$ cat src/design/pcc_cfg.svh
// Constants of the packet integrity block: field positions, masks, presets
`ifndef PCC_CFG_SVH
`define PCC_CFG_SVH

// Identifier byte fields
`define PCC_DI_VC           7:6
`define PCC_DI_DT           5:0
`define PCC_DT_LOW          3:0
`define PCC_DT_LONG_A       4'h9
`define PCC_DT_LONG_B       4'hE

// Header parity subsets, bit n of a mask selects header bit n
`define PCC_ECC_M0          24'hF12CB7
`define PCC_ECC_M1          24'hF2555B
`define PCC_ECC_M2          24'h749A6D
`define PCC_ECC_M3          24'hB8E38E
`define PCC_ECC_M4          24'hDF03F0
`define PCC_ECC_M5          24'hEFFC00
`define PCC_ECC_BITS        6
`define PCC_ECC_NONE        8'h00

// Footer checksum, bit-reversed form of x^16+x^12+x^5+1
`define PCC_CRC_PRESET      16'hFFFF
`define PCC_CRC_POLY        16'h8408

// Byte positions
`define PCC_IDX_LAST_HDR    2'h3
`define PCC_IDX_LAST_FOOT   2'h1

`endif

$ cat src/design/pcc_pkg.sv
// Types and the footer checksum step shared by both link ends
`include "pcc_cfg.svh"

package pcc_pkg;

    typedef enum logic [1:0] {RX_HDR, RX_PAY, RX_FOOT} pcc_rx_state_t;
    typedef enum logic [1:0] {TX_IDLE, TX_HDR, TX_PAY, TX_FOOT} pcc_tx_state_t;

    // One byte into the checksum, least significant bit first
    function automatic logic [15:0] pcc_crc_byte(input logic [15:0] crc, input logic [7:0] b);
        logic [15:0] c;
        c = crc;
        for (int i = 0; i < 8; i++)
        begin
            if (c[0] ^ b[i])
                c = (c >> 1) ^ `PCC_CRC_POLY;
            else
                c = c >> 1;
        end
        return c;
    endfunction

    function automatic logic pcc_is_long(input logic [5:0] dt);
        return (dt[`PCC_DT_LOW] == `PCC_DT_LONG_A) || (dt[`PCC_DT_LOW] == `PCC_DT_LONG_B);
    endfunction

endpackage

$ cat src/design/pcc_link_if.sv
// Byte link between the transmitting host end and the checking device end
`timescale 1ns/1ps
`default_nettype none

interface pcc_link_if;
    logic       valid;
    logic       start;
    logic [7:0] data;

    modport tx (output valid, output start, output data);
    modport rx (input valid, input start, input data);
endinterface

`default_nettype wire

$ cat src/design/pcc_dev_rx.sv
// Device end: checks and corrects packet headers and verifies the footer
`timescale 1ns/1ps
`default_nettype none
`include "pcc_cfg.svh"

module pcc_dev_rx
    import pcc_pkg::*;
(
    input  wire logic        clk,
    input  wire logic        sys_rst,
    pcc_link_if.rx           lk,
    output logic             hdr_valid,
    output logic [1:0]       hdr_channel,
    output logic [5:0]       hdr_type,
    output logic [15:0]      hdr_word,
    output logic             hdr_long,
    output logic             hdr_unprotected,
    output logic             pay_valid,
    output logic [7:0]       pay_data,
    output logic             pkt_done,
    output logic             crc_ok,
    input  wire logic [2:0]  flag_clear,
    output logic             flag_corrected,
    output logic             flag_uncorrectable,
    output logic             flag_checksum
);
    localparam logic [23:0] MASK [0:5] = '{`PCC_ECC_M0, `PCC_ECC_M1, `PCC_ECC_M2,
                                           `PCC_ECC_M3, `PCC_ECC_M4, `PCC_ECC_M5};

    pcc_rx_state_t state_q;
    logic [1:0]    idx_q;
    logic [23:0]   hdr_q;
    logic [15:0]   cnt_q;
    logic [15:0]   crc_q;
    logic [7:0]    foot_lo_q;
    logic          hdr_valid_q;
    logic [23:0]   hdr_out_q;
    logic          hdr_long_q;
    logic          unprot_q;
    logic          pay_valid_q;
    logic [7:0]    pay_data_q;
    logic          done_q;
    logic          crc_ok_q;
    logic [2:0]    flag_q;
    logic [7:0]    recomputed_header_parity;
    logic [23:0]   bit_hit;

    ////////////////////////////////////////////////////////////////////////
    // Header check and correction

    pcc_ecc_gen u_ecc
    (
        .hdr    (hdr_q),
        .parity (recomputed_header_parity)
    );

    wire       hdr_first = lk.valid && lk.start;
    wire       hdr_byte  = lk.valid && (state_q == RX_HDR) && (idx_q != 2'h0);
    wire       hdr_end   = hdr_byte && (idx_q == `PCC_IDX_LAST_HDR);
    wire [7:0] header_syndrome = recomputed_header_parity ^ lk.data;
    // Transmitter without parity generation sends zero
    wire       no_parity = (lk.data == `PCC_ECC_NONE);
    wire       syn_zero  = (header_syndrome == 8'h00);

    // Each header bit has its own single-error syndrome
    for (genvar i = 0; i < 24; i++)
    begin : g_hit
        assign bit_hit[i] = (header_syndrome == {2'h0, MASK[5][i], MASK[4][i], MASK[3][i],
                                                 MASK[2][i], MASK[1][i], MASK[0][i]});
    end

    wire        single   = |bit_hit;
    wire        do_fix   = !no_parity && !syn_zero && single;
    wire        multi    = !no_parity && !syn_zero && !single;
    wire [23:0] hdr_fix  = do_fix ? (hdr_q ^ bit_hit) : hdr_q;
    wire [15:0] count_in = hdr_fix[23:8];
    wire        long_in  = pcc_is_long(hdr_fix[`PCC_DI_DT]);

    ////////////////////////////////////////////////////////////////////////
    // Payload and footer decode

    wire        pay_byte  = lk.valid && !lk.start && (state_q == RX_PAY);
    wire        foot_byte = lk.valid && !lk.start && (state_q == RX_FOOT);
    wire        foot_end  = foot_byte && (idx_q == `PCC_IDX_LAST_FOOT);
    // Footer arrives low byte first
    wire [15:0] footer    = {lk.data, foot_lo_q};
    wire        crc_match = (footer == crc_q);
    wire [2:0]  flag_set  = {foot_end && !crc_match, hdr_end && multi, hdr_end && do_fix};

    assign hdr_valid          = hdr_valid_q;
    assign hdr_channel        = hdr_out_q[`PCC_DI_VC];
    assign hdr_type           = hdr_out_q[`PCC_DI_DT];
    assign hdr_word           = hdr_out_q[23:8];
    assign hdr_long           = hdr_long_q;
    assign hdr_unprotected    = unprot_q;
    assign pay_valid          = pay_valid_q;
    assign pay_data           = pay_data_q;
    assign pkt_done           = done_q;
    assign crc_ok             = crc_ok_q;
    assign flag_corrected     = flag_q[0];
    assign flag_uncorrectable = flag_q[1];
    assign flag_checksum      = flag_q[2];

    ////////////////////////////////////////////////////////////////////////
    // Packet sequence

    always_ff @(posedge clk or posedge sys_rst)
    begin
        if (sys_rst)
        begin
            state_q <= RX_HDR;
            idx_q   <= 2'h0;
            hdr_q   <= 24'h000000;
            cnt_q   <= 16'h0000;
            crc_q   <= `PCC_CRC_PRESET;
            foot_lo_q <= 8'h00;
        end
        else if (hdr_first)
        begin
            // A start byte always opens a new header
            state_q     <= RX_HDR;
            idx_q       <= 2'h1;
            hdr_q[7:0]  <= lk.data;
        end
        else
        begin
            case (state_q)
                RX_HDR:
                begin
                    if (hdr_byte && !hdr_end)
                    begin
                        // First payload or count byte is the low one
                        if (idx_q == 2'h1)
                            hdr_q[15:8] <= lk.data;
                        else
                            hdr_q[23:16] <= lk.data;
                        idx_q <= idx_q + 2'h1;
                    end
                    else if (hdr_end)
                    begin
                        idx_q <= 2'h0;
                        crc_q <= `PCC_CRC_PRESET;
                        cnt_q <= count_in;
                        // Untrusted count: drop the rest of the packet
                        if (long_in && !multi)
                            state_q <= (count_in == 16'h0000) ? RX_FOOT : RX_PAY;
                    end
                end
                RX_PAY:
                begin
                    if (pay_byte)
                    begin
                        crc_q <= pcc_crc_byte(crc_q, lk.data);
                        cnt_q <= cnt_q - 16'h0001;
                        if (cnt_q == 16'h0001)
                            state_q <= RX_FOOT;
                    end
                end
                RX_FOOT:
                begin
                    if (foot_byte)
                    begin
                        foot_lo_q <= lk.data;
                        idx_q     <= idx_q + 2'h1;
                        if (foot_end)
                        begin
                            idx_q   <= 2'h0;
                            state_q <= RX_HDR;
                        end
                    end
                end
                default:
                    state_q <= RX_HDR;
            endcase
        end
    end

    ////////////////////////////////////////////////////////////////////////
    // User outputs and sticky flags

    always_ff @(posedge clk or posedge sys_rst)
    begin
        if (sys_rst)
        begin
            hdr_valid_q <= 1'b0;
            hdr_out_q   <= 24'h000000;
            hdr_long_q  <= 1'b0;
            unprot_q    <= 1'b0;
            pay_valid_q <= 1'b0;
            pay_data_q  <= 8'h00;
            done_q      <= 1'b0;
            crc_ok_q    <= 1'b0;
        end
        else
        begin
            hdr_valid_q <= hdr_end;
            unprot_q    <= hdr_end && no_parity;
            pay_valid_q <= pay_byte;
            done_q      <= (hdr_end && !long_in && !multi) || foot_end;
            if (hdr_end)
            begin
                hdr_out_q  <= hdr_fix;
                hdr_long_q <= long_in;
            end
            if (pay_byte)
                pay_data_q <= lk.data;
            if (foot_end)
                crc_ok_q <= crc_match;
        end
    end

    // Set wins over a clear in the same cycle
    always_ff @(posedge clk or posedge sys_rst)
    begin
        if (sys_rst)
            flag_q <= 3'h0;
        else
            flag_q <= (flag_q & ~flag_clear) | flag_set;
    end
endmodule

`default_nettype wire

$ cat src/design/pcc_ecc_gen.sv
// Header parity generator over the 24 header data bits
`timescale 1ns/1ps
`default_nettype none
`include "pcc_cfg.svh"

module pcc_ecc_gen
(
    input  wire logic [23:0] hdr,
    output logic      [7:0]  parity
);
    localparam logic [23:0] MASK [0:5] = '{`PCC_ECC_M0, `PCC_ECC_M1, `PCC_ECC_M2,
                                           `PCC_ECC_M3, `PCC_ECC_M4, `PCC_ECC_M5};

    // Odd count of ones in a subset sets its bit
    for (genvar k = 0; k < `PCC_ECC_BITS; k++)
    begin : g_par
        assign parity[k] = ^(hdr & MASK[k]);
    end

    assign parity[7:6] = 2'h0;
endmodule

`default_nettype wire

$ cat src/flat_wrapper.sv
// flat-port wrapper written by rule: the top's interface ports become plain ports
module pcc_dev_rx_flat import pcc_pkg::*;
  (clk, sys_rst, hdr_valid, hdr_channel, hdr_type, hdr_word, hdr_long, hdr_unprotected, pay_valid, pay_data, pkt_done, crc_ok, flag_clear, flag_corrected, flag_uncorrectable, flag_checksum, lk_valid, lk_start, lk_data);
  pcc_link_if lk_i ();
  input  wire logic clk;
  input  wire logic sys_rst;
  output logic hdr_valid;
  output logic [1:0] hdr_channel;
  output logic [5:0] hdr_type;
  output logic [15:0] hdr_word;
  output logic hdr_long;
  output logic hdr_unprotected;
  output logic pay_valid;
  output logic [7:0] pay_data;
  output logic pkt_done;
  output logic crc_ok;
  input  wire logic [2:0] flag_clear;
  output logic flag_corrected;
  output logic flag_uncorrectable;
  output logic flag_checksum;
  input wire logic [$bits(lk_i.valid)-1:0] lk_valid;
  input wire logic [$bits(lk_i.start)-1:0] lk_start;
  input wire logic [$bits(lk_i.data)-1:0] lk_data;
  assign lk_i.valid = lk_valid;
  assign lk_i.start = lk_start;
  assign lk_i.data = lk_data;
  pcc_dev_rx u_core (.clk(clk), .sys_rst(sys_rst), .lk(lk_i), .hdr_valid(hdr_valid), .hdr_channel(hdr_channel), .hdr_type(hdr_type), .hdr_word(hdr_word), .hdr_long(hdr_long), .hdr_unprotected(hdr_unprotected), .pay_valid(pay_valid), .pay_data(pay_data), .pkt_done(pkt_done), .crc_ok(crc_ok), .flag_clear(flag_clear), .flag_corrected(flag_corrected), .flag_uncorrectable(flag_uncorrectable), .flag_checksum(flag_checksum));
endmodule
$ cat config.mk
export PLATFORM = sky130hd
export DESIGN_NAME = pcc_dev_rx_flat
export DESIGN_NICKNAME = d
export VERILOG_FILES = /design/src/design/pcc_pkg.sv /design/src/design/pcc_link_if.sv /design/src/design/pcc_dev_rx.sv /design/src/design/pcc_ecc_gen.sv /design/src/flat_wrapper.sv
export VERILOG_INCLUDE_DIRS = /design/src /design/src/design
export SDC_FILE = /design/constraint.sdc
export NUM_CORES = 1
export LEC_CHECK = 0
export BUFFER_PORTS_ARGS = -buffer_cell sky130_fd_sc_hd__buf_2
export CAP_MARGIN = 20
export CORE_MARGIN = 5
export CORE_UTILIZATION = 53
export DETAILED_ROUTE_END_ITERATION = 10
export PLACE_DENSITY = 0.76
export SETUP_SLACK_MARGIN = 0.15
export SYNTH_ARGS = -nofsm -noshare
export SYNTH_HDL_FRONTEND = slang
export SYNTH_SLANG_ARGS = --single-unit
$ cat constraint.sdc
create_clock -name clk -period 3.8 [get_ports clk]
set_input_delay 0.38 -clock clk [delete_from_list [all_inputs] [get_ports clk]]
set_output_delay 0.38 -clock clk [all_outputs]
set_load 0.005 [all_outputs]
# Yosys cells after proc, flatten, opt, wreduce, memory -nomap -nowiden
# Index checks and enable logic that the tools add are counted.
dict set report op_classes {
  reduce_logical 49
  eq_ne 43
  bitwise_logic 23
  mux 54
  add_sub_neg 2
}
# operator count
set op_table {}
lappend op_table {{16-bit two-way mux} 35}
lappend op_table {{24-bit parity} 6}
lappend op_table {{8-bit by 6-bit equality test with 1-bit output (second input constant)} 13}
lappend op_table {{16-bit case mux with 2 select lines} 2}
lappend op_table {{8-bit by 5-bit equality test with 1-bit output (second input constant)} 7}
lappend op_table {{2-bit two-way mux} 14}
lappend op_table {{8-bit by 4-bit equality test with 1-bit output (second input constant)} 3}
lappend op_table {{24-bit two-way mux} 1}
lappend op_table {{2-bit NOT with 3-bit output} 8}
lappend op_table {{24-bit OR reduction} 1}
lappend op_table {{24-bit bitwise XOR} 1}
lappend op_table {{1-bit logical AND} 19}
lappend op_table {{16-bit by 1-bit equality test with 1-bit output (second input constant)} 1}
lappend op_table {{16-bit equality test} 1}
lappend op_table {{16-bit zero test} 1}
lappend op_table {{8-bit zero test} 2}
lappend op_table {{16-bit by 1-bit subtractor with 16-bit output (second input constant)} 1}
lappend op_table {{3-bit by 1-bit != test with 1-bit output (second input constant)} 4}
lappend op_table {{3-bit by 2-bit != test with 1-bit output (second input constant)} 3}
lappend op_table {{4-bit equality test (second input constant)} 2}
lappend op_table {{8-bit by 3-bit equality test with 1-bit output (second input constant)} 1}
lappend op_table {{1-bit zero test} 8}
lappend op_table {{4-bit AND reduction} 2}
lappend op_table {{1-bit bitwise XOR} 8}
lappend op_table {{other kinds (20)} 27}
dict set report word_totals {
  in_bits 15
  elab_cells 188
  out_inout_bits 41
  regBits 109
}

# Longest topological paths before layout
# Gate-level depths: netlist of the first run.
dict set report logic_depth {
  ltp_word 40
  ltp_mapped 14
  depth_no_buf 11
}

# Modules after synthesis
# From an unflattened synthesis of the first run, not the netlist that was laid out.
dict set report unflattened {
  cells_unflattened 699
  area_unflattened_um2 6824.0
}
# mod n_inst cells_per_inst area_each_um2 seq_area_each_um2
set by_module_without_submodules {}
lappend by_module_without_submodules {pcc_dev_rx 1 656 6298.5 2747.6}
lappend by_module_without_submodules {pcc_ecc_gen 1 43 525.5 0.0}

# Worst setup path after synthesis of the first run
# No wires, ideal clock.
dict set report synth_path {
  path_type {register -> register}
  startpoint {register u_core.hdr_q[23]}
  endpoint {register u_core.state_q[0]}
  stages_incl_launch_ff 13
  n_path_buf 1
  t_required_ns 3.681
  arrival_time_ns 3.335
  setup_slack_ns 0.347
  period_less_slack_ns 3.453
  setup_ns 0.119
  path_cell_list {dfrtp_1 buf_6 xnor3_2 xor3_2 xor2_2 or4_1 o31a_2 or2_4 nor4b_2 o211ai_2 nor4_2 nor4b_2 o21a_1}
}
dict set report synth_via {
  elab_chain_len 14
  elab_cells_between_ends 53
  classes_between {eq/ne: 27; mux: 7; bitwise: 2; reduce/logical: 17}
}
# item line
set synth_rtl {}
lappend synth_rtl {{start, declared} pcc_dev_rx.sv:32} ;# logic [23:0] hdr_q;
lappend synth_rtl {{start signal, assigned} pcc_dev_rx.sv:136} ;# hdr_q[23:16] <= lk.data;
lappend synth_rtl {{branches (longest 14 deep; another with 24-bit parity)} --}
lappend synth_rtl {{end signal, assigned} pcc_dev_rx.sv:146} ;# state_q <= (count_in == 16'h0000) ? RX_FOOT : RX_PAY;
lappend synth_rtl {{end, declared} pcc_dev_rx.sv:30} ;# pcc_rx_state_t state_q;
# Several ways; the timed one is not identified. The select of a mux whose other input is x is not followed.
# A chain may end at the register's enable or synchronous reset.

# Worst setup path in the final report of the first run
dict set report layout_path {
  startpoint {register u_core.hdr_q[22]}
  endpoint {register u_core.state_q[0]}
}
# The elaborated chain is that of the path after synthesis.

==> results summary, run 1 <==
The layout has 1086 filler cells. After floorplanning, the core was divided into 41 placement rows. In the finished design, the share of the clock period the worst path needs comes to between 90% and 100%.

The arrival time of data at the critical path endpoint came out at 3.85 ns. The final net count came out at 774. The number of antenna violations at the first check in global routing is 0. The first global-routing pass estimated 27700 microns of wire.

The count of flip-flops with a built-in enable after synthesis came out at 0. The kind of cell with the highest combined delay along the critical path is XOR/XNOR gates. The H-tree was split into 3 levels. For this run, the leading register cell type out of synthesis is sky130_fd_sc_hd__dfrtp_1.

On the final layout, the worst hold slack is 0.189 ns. The total wire length after detailed routing is 17300 microns. The number of detailed-routing iterations run before antenna repair came out at 5. In this run the biggest area consumer among cell types represents 34.7% of the synthesized area.

The storage element area is 2750 sq um. The total count of hold-check failures in the final report was 0. After technology mapping, the gate count stands at 681. The startpoint identified for the worst register-to-register timing path is u_core.hdr_q[22]. The length in cells of the worst reg-to-reg path came out at 12. The number of different library cells in the post-synthesis netlist is 70. Cells fill a little over three fifths of the core in the end.

For flop-to-flop paths, the worst setup slack is 0.20 ns. Detailed placement ended at an HPWL of 12900 microns. The final critical delay including setup and external delays is 3.60 ns. The global router's overall resource usage is 23.9%. The proportion of synthesized flip-flops having asynchronous set or reset came out at 100%. The total overflow left after global routing is 0. Setup repair after global routing could not meet its margin everywhere. The number of violations of the max-capacitance limit came out at 0. The total number of clock tree sinks came out at between 100 and 150. The number of clock buffers added by TritonCTS is 9. At the worst endpoint, the required time is 4.06 ns. The maximum number of pins on one net before global-route repair came out at 85.

For hold timing, the worst endpoint is u_core.flag_q[2]. The critical path goes through xnor3_2 > xor3_2 > xor2_4 > or3_4 > a21oi_4 > buf_4 > nor3b_2 > xnor2_1 > nand3_1 > nor4_4 > nor4b_4 > o21a_1. The filler-free cell count of the finished design is slightly above 900. Counting every net in the synthesized netlist gives 701. The final-report max-slew violation count is 0. The die width is 122 microns. The final-layout setup total negative slack came out at 0 ns.

The critical path is of the reg -> reg type. The growth of design area from synthesis to finish came out at 17.8%. Once detail routing completed, the nets flagged for antenna violations numbered 0. Summed over all instances, the cell type with the most area after synthesis is sky130_fd_sc_hd__dfrtp_1. The largest stage delay on the critical path came out at 0.55 ns. The post-synthesis instance area came out at 6700 sq um. The buffer depth of the longest clock path came out at 2. For this design, the slowest cell found on the critical path is sky130_fd_sc_hd__xor3_2. Each instance of the synthesized netlist takes up on average 9.84 sq um. The fraction of layout cells with a size suffix above 1 came out at 30.0%. The cell depth of the worst min-delay path is 2. In this run the worst hold path is classified as in -> reg. For this block, the initial DRC count from the detailed router was 388.

Clock tree synthesis selected as its root buffer the cell sky130_fd_sc_hd__clkbuf_16. The worst clock skew is 0.0116 ns. 56 I/O pins were placed. The mean routed wirelength per cell is 18.6 microns. The starting density of the core is a little over half.

The flow ran to the end, and the final reports show no timing, DRC or antenna violations. The full die area is approximately 15000 sq um. The endpoint identified for the worst register-to-register timing path is u_core.state_q[0].

The synthesized flop and latch total came out at 109. The startpoint of the lowest-slack hold path is flag_clear[2]. Yosys attributes the largest share of cell area to sky130_fd_sc_hd__dfrtp_1 35%, sky130_fd_sc_hd__xnor2_1 12%, sky130_fd_sc_hd__mux2_2 7.2%. The number of antenna cells inserted came out at 0. The clock edge transition at the registers on the reported setup and hold paths came out at ~0.080 ns. Of all nets on the critical path, the largest fanout is 6. The number of placed instances, taps included, is 900. The Yosys step of the flow raised 0 warnings. The slew at the pin closest to its max-slew limit is 0.798 ns. The multi-input gate area in the final layout came out at 3900 sq um.

After synthesis, flip-flops and latches occupy about two fifths of the total area. The die extent in y came out at 122 microns. The count of buffers added on input and output ports is 55. The insertion delay to the later sink of the worst-skew pair is 0.37 ns. The via count normalized by instance count came out at just under 6. The total vias in the final route came out at 5405. The worst slew margin relative to its limit came out at 46.6%. The launching element type of the critical path is a flop. The final setup violation count is 0. The weighted congestion reported at the end of routability-driven placement is 0.939. The number of buffers and inverters on the critical path came out at 1. The via count of the first global-routing pass was 5331.

STA classifies the critical path endpoint as a flop. The peak clock frequency supported by timing is 0.278 GHz. The region available for standard cell placement spans 12500 sq um. TritonCTS built the clock tree. The remaining design rule violation count is 0.
-- placed cells by master, fill, tap and decap left out, drive strengths merged, types with 3 or more instances in the layout --
master / count
a22o: 5
nand4: 10
nor3: 20
or2: 7
nand2b: 8
o22a: 3
nand2: 58
a32oi: 5
buf: 102
nor3b: 3
clkbuf: 10
a21oi: 32
inv: 23
nor4b: 7
dfstp: 16
nor4: 10
o31ai: 5
xor2: 20
xnor3: 6
dfrtp: 93
mux2i: 4
nand3: 15
or3: 8
o22ai: 6
ha: 5
xnor2: 93
o21ai: 53
a31oi: 3
nor2: 50
mux2: 43
and2: 5
-- synthesized netlist by cell type, drive strengths merged, types with 2 or more instances --
library cell / count
a21oi: 32
nand2: 58
xor3: 2
or2: 7
mux2i: 4
o31ai: 5
xnor3: 6
nor3: 20
clkbuf: 32
a22o: 5
o2111ai: 2
a2111oi: 2
and2b: 2
buf: 9
and3: 2
nand2b: 8
nor4: 10
a21boi: 2
or3: 8
o31a: 2
o21a: 2
mux2: 43
xnor2: 93
nand3: 15
inv: 18
nand4: 10
dfstp: 16
nor4b: 7
and2: 5
o21ai: 53
nor2: 50
xor2: 20
a31oi: 3
dfrtp: 93
a32oi: 5
a211oi: 2
o22a: 3
nor3b: 3
ha: 5
o22ai: 6
-- stage by stage --
step           cell area [sq um]  worst slack (ns)
2_1_floorplan               6700             0.347
3_3_place_gp                7240             0.231
3_5_place_dp                7240             0.131
4_1_cts                     7560             0.162
5_1_grt                     7890            0.0961
6_report                    7890             0.205
-- timing repair --
| action | 4_1_cts | 5_1_grt |
|---|---|---|
| hold buffers | 0 | 1 |
| pin swaps | 1 | 13 |
| endpoints found under the setup margin | 1 | 2 |
| endpoints found under the hold margin | 0 | 12 |
| gates resized for setup | 2 | 31 |
| setup buffers | 1 | 12 |
-- state kept, by name, summed over array words and instances (netlist names) --
register                flops
u_core.hdr_out_q           24
u_core.hdr_q               24
u_core.cnt_q               16
u_core.crc_q               16
u_core.foot_lo_q            8
u_core.pay_data             8
u_core.flag_q               3
u_core.idx_q                2
u_core.state_q              2
u_core.crc_ok               1
u_core.hdr_long             1
u_core.hdr_unprotected      1
u_core.hdr_valid            1
u_core.pay_valid            1
u_core.pkt_done             1
-- cell type report --
cell class / count / area share [%]
tap: 172 / 2.73
inverter: 18 / 0.888
clock inverter: 6 / 0.793
timing repair buffer: 103 / 8.34
multi-input combinational: 513 / 49.4
clock buffer: 10 / 3.03
sequential: 109 / 34.8
-- worst max-delay path by stage --
stage                           startpoint                end  cells past startpoint  slack (ns)
after CTS                 u_core.hdr_q[13]  u_core.state_q[0]                     11        0.16
after global placement    u_core.hdr_q[13]  u_core.state_q[0]                     11        0.23
after detailed placement  u_core.hdr_q[23]  u_core.state_q[0]                     11        0.13
after global routing      u_core.hdr_q[22]  u_core.state_q[0]                     12         0.1
after floorplan           u_core.hdr_q[23]  u_core.state_q[0]                     12        0.35
final                     u_core.hdr_q[22]  u_core.state_q[0]                     12        0.20
-- kinds of logic (layout without fill, tap and decap cells) --
group / Yosys count / in the layout / share of synthesized area [%]
AND/OR/NAND/NOR: 209 / 209 / 15.8
flip-flops: 109 / 109 / 41.0
multiplexers: 47 / 47 / 7.82
adder cells (fa/ha/maj): 5 / 5 / 0.934
buffers and inverters: 59 / 137 / 4.07
XOR/XNOR: 121 / 121 / 18.4
AO/OA/AOI/OAI: 131 / 131 / 12.0
-- worst register-to-register path, stage by stage (launching register included) --
cell,delay (ns)
sky130_fd_sc_hd__dfrtp_2,0.45
sky130_fd_sc_hd__xnor3_2,0.42
sky130_fd_sc_hd__xor3_2,0.55
sky130_fd_sc_hd__xor2_4,0.21
sky130_fd_sc_hd__or3_4,0.38
sky130_fd_sc_hd__a21oi_4,0.17
sky130_fd_sc_hd__buf_4,0.15
sky130_fd_sc_hd__nor3b_2,0.18
sky130_fd_sc_hd__xnor2_1,0.16
sky130_fd_sc_hd__nand3_1,0.17
sky130_fd_sc_hd__nor4_4,0.39
sky130_fd_sc_hd__nor4b_4,0.08
sky130_fd_sc_hd__o21a_1,0.20
-- layer usage --
layer	GRT usage [%]	routed length (microns)	up-vias
met5	0	0	-
met4	9.45	469	0
met2	38.6	8220	209
met1	32.2	7490	2649
li1	-	-	2511
met3	4.01	1110	36
Power of run 1 is left out: the tool's default activity adds up to more than one toggle a clock period on the data nets, which glitch-free logic cannot reach.
==> run 2, diff against run 1 <==
--- a/config.mk
+++ b/config.mk
@@ -6,6 +6,7 @@
 export SDC_FILE = /design/constraint.sdc
 export NUM_CORES = 1
 export LEC_CHECK = 0
+export ABC_AREA = 1
 export BUFFER_PORTS_ARGS = -buffer_cell sky130_fd_sc_hd__buf_2
 export CAP_MARGIN = 20
 export CORE_MARGIN = 5
==> run 2 against run 1 <==
Effect of this change: global-route usage is 1.9 points higher; die area is 11% higher; sequential share of layout area is 1.9 points lower; final cell count is 46% higher; synthesized cell count is 64% higher; hold slack worse by 0.083 ns; cell area is 6.5% higher; largest cell class unchanged.
==> results summary, run 2 <==
The run finished with clean final reports. The starting density of the core was 53.8% (+0.31 points). The post-place setup slack is 0.301 ns (+0.170 ns).

The largest fanout on the critical path is 12 (+6). The global router's overall resource usage is 25.8% (+1.9 points). The post-synthesis instance total came out at 1117 (+64%). The post-route fraction of the period consumed by the critical path came out at 87.7% (-6.9 points). Among all flip-flop cells after synthesis, the most frequent one is sky130_fd_sc_hd__dfrtp_1. The portion of the post-synthesis area used by sequential elements came out at 36.8% (-4.2 points). The dominant combinational cell family by area after synthesis is simple AND/OR/NAND/NOR gates. The synthesized flop and latch total came out at 109 (unchanged). The portion of synthesized cell area occupied by the leading cell type was 31.1% (-3.6 points). The core footprint came out at 13900 sq um (+11%). The final setup violation count came out at 0 (unchanged). The wire length of the first global-routing pass came to 34100 microns (+23%). The CTS tree is built.

The proportion of power drawn by the clock network came out at between 10% and 20%. In this run the critical register-to-register path is launched from u_core.hdr_q[9]. On the critical path the largest part of the delay comes from simple AND/OR/NAND/NOR gates. The number of buffers inserted for hold repair after clock tree synthesis came out at 0 (unchanged). The mean routed wirelength per cell came out at 15.2 microns (-18%). The largest total area in the synthesized netlist belongs to sky130_fd_sc_hd__dfrtp_1. The largest registers in the layout are u_core.hdr_out_q (24), u_core.hdr_q (24). The via count of the first global-routing pass is 6728 (+26%). The peak clock frequency supported by timing came out at 0.300 GHz (+7.9%). The floorplan row count is 43 (+4.9%).

The count of input and output buffers is 55 (unchanged). The count of flip-flops with a built-in enable after synthesis is 0 (unchanged). The number of buffers and inverters on the critical path was 1 (unchanged). The total leakage power is roughly 4.4 nW. The number of violations of the max-capacitance limit is 0 (unchanged).

The number of different library cells in the post-synthesis netlist came to 43 (-39%). The portion of total power attributed to sequential cells came out at 25.2%. The maximum vdd drop is 0.444 mV. The worst slew margin relative to its limit is 41.2% (-5.5 points). The number of detailed-routing iterations run before antenna repair is 5 (unchanged). The total count of hold-check failures in the final report was 0 (unchanged). The total design power is 8.87 mW. The fraction of layout cells with a size suffix above 1 is 17.7% (-12 points).

The slew at the pin closest to its max-slew limit came out at 0.882 ns (+0.0836 ns). The xor/xnor cell area share of the yosys netlist is 6.56% (-12 points). The insertion delay to the later sink of the worst-skew pair came to 0.37 ns (about the same). The logic depth of the worst setup path including buffers came out at 25 (+13). In this run the clock root is driven by a sky130_fd_sc_hd__clkbuf_16. Tracing the worst setup path back leads to its startpoint at u_core.hdr_q[9].

Leaving out fill and tap cells, the most frequent cell in the layout is sky130_fd_sc_hd__nand2_1. The data required time of the worst path is 4.04 ns (-0.02 ns). The number of antenna cells inserted was 0 (unchanged). The final net count came to 1195 (+54%). The number of nets with antenna violations after detailed routing is 0 (unchanged). In the synthesized netlist, the cells that appear most often are 431 x sky130_fd_sc_hd__nand2_1, 94 x sky130_fd_sc_hd__o21ai_0, 93 x sky130_fd_sc_hd__dfrtp_1, 93 x sky130_fd_sc_hd__inv_1, 84 x sky130_fd_sc_hd__nor2_1. The cell total after placement is 1333 (+48%). The simple-gate area share of the yosys netlist is 37.2% (+21 points).

The number of CTS-inserted buffers is 9 (unchanged). The area fraction in compound gates after synthesis is 10.6% (-1.4 points). The net count after synthesis is 1137 (+62%). The half-perimeter wire length after placement came to 15600 microns (+21%). The internal portion of the total power is between 4 and 5 mW. The total power divided by cell area came out at 1060 nW/um^2. The type of the worst min-delay path is in -> async. Among all stages on the critical path, the largest delay is contributed by sky130_fd_sc_hd__dfrtp_1.

The die width is 129 microns (+5.2%). The minimum setup slack among reg-to-reg paths is 0.47 ns (+0.26 ns). sky130_fd_sc_hd__nand2_1 is the most common cell in the netlist. The full die area came out at 16600 sq um (+11%). The via count normalized by instance count came out at 5.33 (-8.1%). The total number of clock tree sinks came out at 109 (unchanged). The filler-free cell count of the finished design is 1360 (+46%).

The length in cells of the worst reg-to-reg path was 25 (+13). The largest stage delay on the critical path is 0.56 ns (about the same). The final setup slack of the worst path came to 0.467 ns (+0.262 ns).

Setup repair after global routing left no endpoint under its margin. The weighted congestion reported at the end of routability-driven placement is 0.957 (+1.9%). The proportion of synthesized flip-flops having asynchronous set or reset was 100% (unchanged). The count of boundary I/O pins is 56 (unchanged). The most frequent cell on the critical path is sky130_fd_sc_hd__nand2_1. The maximum number of pins on one net before global-route repair is 55 (-35%).

The average footprint of a synthesized cell is 6.69 sq um (-32%). The first-iteration detailed-routing DRC count came out at 662 (+71%). For this design the total switching power over the nets is 4.72 mW. The critical path class is reg -> reg.

The buffer depth of the longest clock path came out at 2 (unchanged). Sorting the synthesized cells by area gives the leading types as sky130_fd_sc_hd__dfrtp_1 31%, sky130_fd_sc_hd__nand2_1 22%, sky130_fd_sc_hd__o21ai_0 6.3%. The total vias in the final route came out at 7255 (+34%). The kind of capture point of the worst setup path is a flop.

The post-synthesis instance area came to 7470 sq um (+12%). The maximum level of the CTS H-tree came out at 3 (unchanged). The total wire length after detailed routing is 20700 microns (+20%).

The post-synthesis mux area share came out at 0% (-7.8 points). The library cells used most frequently in the layout, excluding fill and tap cells, are 428 x sky130_fd_sc_hd__nand2_1, 94 x sky130_fd_sc_hd__o21ai_0, 92 x sky130_fd_sc_hd__inv_1. The final-report max-slew violation count is 0 (unchanged). The final-layout setup total negative slack came out at 0 ns (unchanged).

In this run the worst setup path terminates at u_core.pkt_done. The switching portion of total power is 53.2%. The global route total overflow is 0 (unchanged). The count of warnings emitted by yosys is 0 (unchanged). The critical register-to-register path endpoint is u_core.pkt_done.

The die extent in y is 129 microns (+5.2%). The remaining design rule violation count is 0 (unchanged). The launching element type of the critical path is a flop. The number of antenna violations at the first check in global routing came out at 0 (unchanged). Of the total power, combinational logic draws 63.8%.

The worst clock skew was 0.00728 ns (-0.00430 ns). The growth of design area from synthesis to finish came out at 12.4%. The final critical delay including setup and external delays is 3.33 ns (-0.262 ns).

The adder and majority cell fraction of the synthesized area is 0.837% (-0.097 points). The arrival time of data at the critical path endpoint came out at 3.57 ns (-0.28 ns). The clock edge transition at the registers on the reported setup and hold paths came out at 0.07 ns (about the same).
run 2: cell count changes after synthesis, moves of 9 or more:
cell	previous run	this run
sky130_fd_sc_hd__nor2_1	49	84
sky130_fd_sc_hd__nand2_1	58	431
sky130_fd_sc_hd__nand3_1	15	70
sky130_fd_sc_hd__inv_1	18	93
sky130_fd_sc_hd__mux2_2	43	0
sky130_fd_sc_hd__xor2_1	19	35
sky130_fd_sc_hd__xnor2_1	88	21
sky130_fd_sc_hd__a21oi_1	32	19
sky130_fd_sc_hd__nand2_2	0	21
sky130_fd_sc_hd__nand3_2	0	9
sky130_fd_sc_hd__o21ai_0	51	94
sky130_fd_sc_hd__inv_2	0	25
sky130_fd_sc_hd__nor3_1	20	7
run 2: cells by family (layout without fill, tap and decap cells):
| family | Yosys count | in the layout |
|---|---|---|
| buf+inv | 152 | 213 |
| fa+ha+maj | 5 | 5 |
| compound gates | 144 | 144 |
| simple gates | 651 | 653 |
| flops | 109 | 109 |
| xor+xnor | 56 | 56 |
run 2: worst min path at each step:
stage                              start              endpoint  cells after the start
floorplan                u_core.crc_q[7]       u_core.crc_q[7]                      2
global placement     u_core.hdr_out_q[9]   u_core.hdr_out_q[9]                      2
detailed placement  u_core.hdr_out_q[12]  u_core.hdr_out_q[12]                      2
CTS                              sys_rst   u_core.foot_lo_q[4]                      2
global route                     sys_rst   u_core.foot_lo_q[4]                      2
finish                           sys_rst   u_core.foot_lo_q[7]                      2
run 2: layer usage:
| metal | part of all wire, % | wire, microns | global-route usage [%] | up-vias |
|---|---|---|---|---|
| li1 | - | - | - | 3641 |
| met1 | 47 | 9640 | 37.2 | 3326 |
| met2 | 44 | 9040 | 38.8 | 243 |
| met3 | 6.5 | 1350 | 4.48 | 45 |
| met4 | 3.1 | 633 | 10.0 | 0 |
| met5 | 0 | 0 | 0 | - |
run 2: timing repair:
item                                    4_1_cts  5_1_grt
buffers inserted                              0        9
gates resized for setup                       0       27
endpoints found under the setup margin        0        8
run 2: cell type report:
type                            instances  area, sq um
Timing Repair Buffer                   78          448
Multi-Input combinational cell        858         4200
Inverter                              119          452
Clock inverter                          2         25.0
Fill cell                            1309         5480
Clock buffer                           14          285
Sequential cell                       109         2770
Tap cell                              180          225
run 2: power by group through the flow:
stage | registers, mW | clock network [mW] | logic, mW
detailed placement | 2.22 | 0 | 5.24
floorplan | 2.09 | 0 | 4.15
global route | 2.31 | 1.03 | 6.38
finish | 2.24 | 0.974 | 5.66
CTS | 2.21 | 0.992 | 5.26
global placement | 2.21 | 0 | 5.19
run 2: per-stage QoR:
step / hold WS [ns] / instance area (sq um) / utilization [%]
after floorplan: 0.465 / 7470 / -
after global placement: 0.457 / 7930 / 57.1
after detailed placement: 0.460 / 7930 / 57.1
after CTS: 0.130 / 8240 / 59.4
after global routing: 0.177 / 8400 / 60.5
final: 0.106 / 8400 / 60.5
Note: power is estimated with default switching activity, not from simulation.
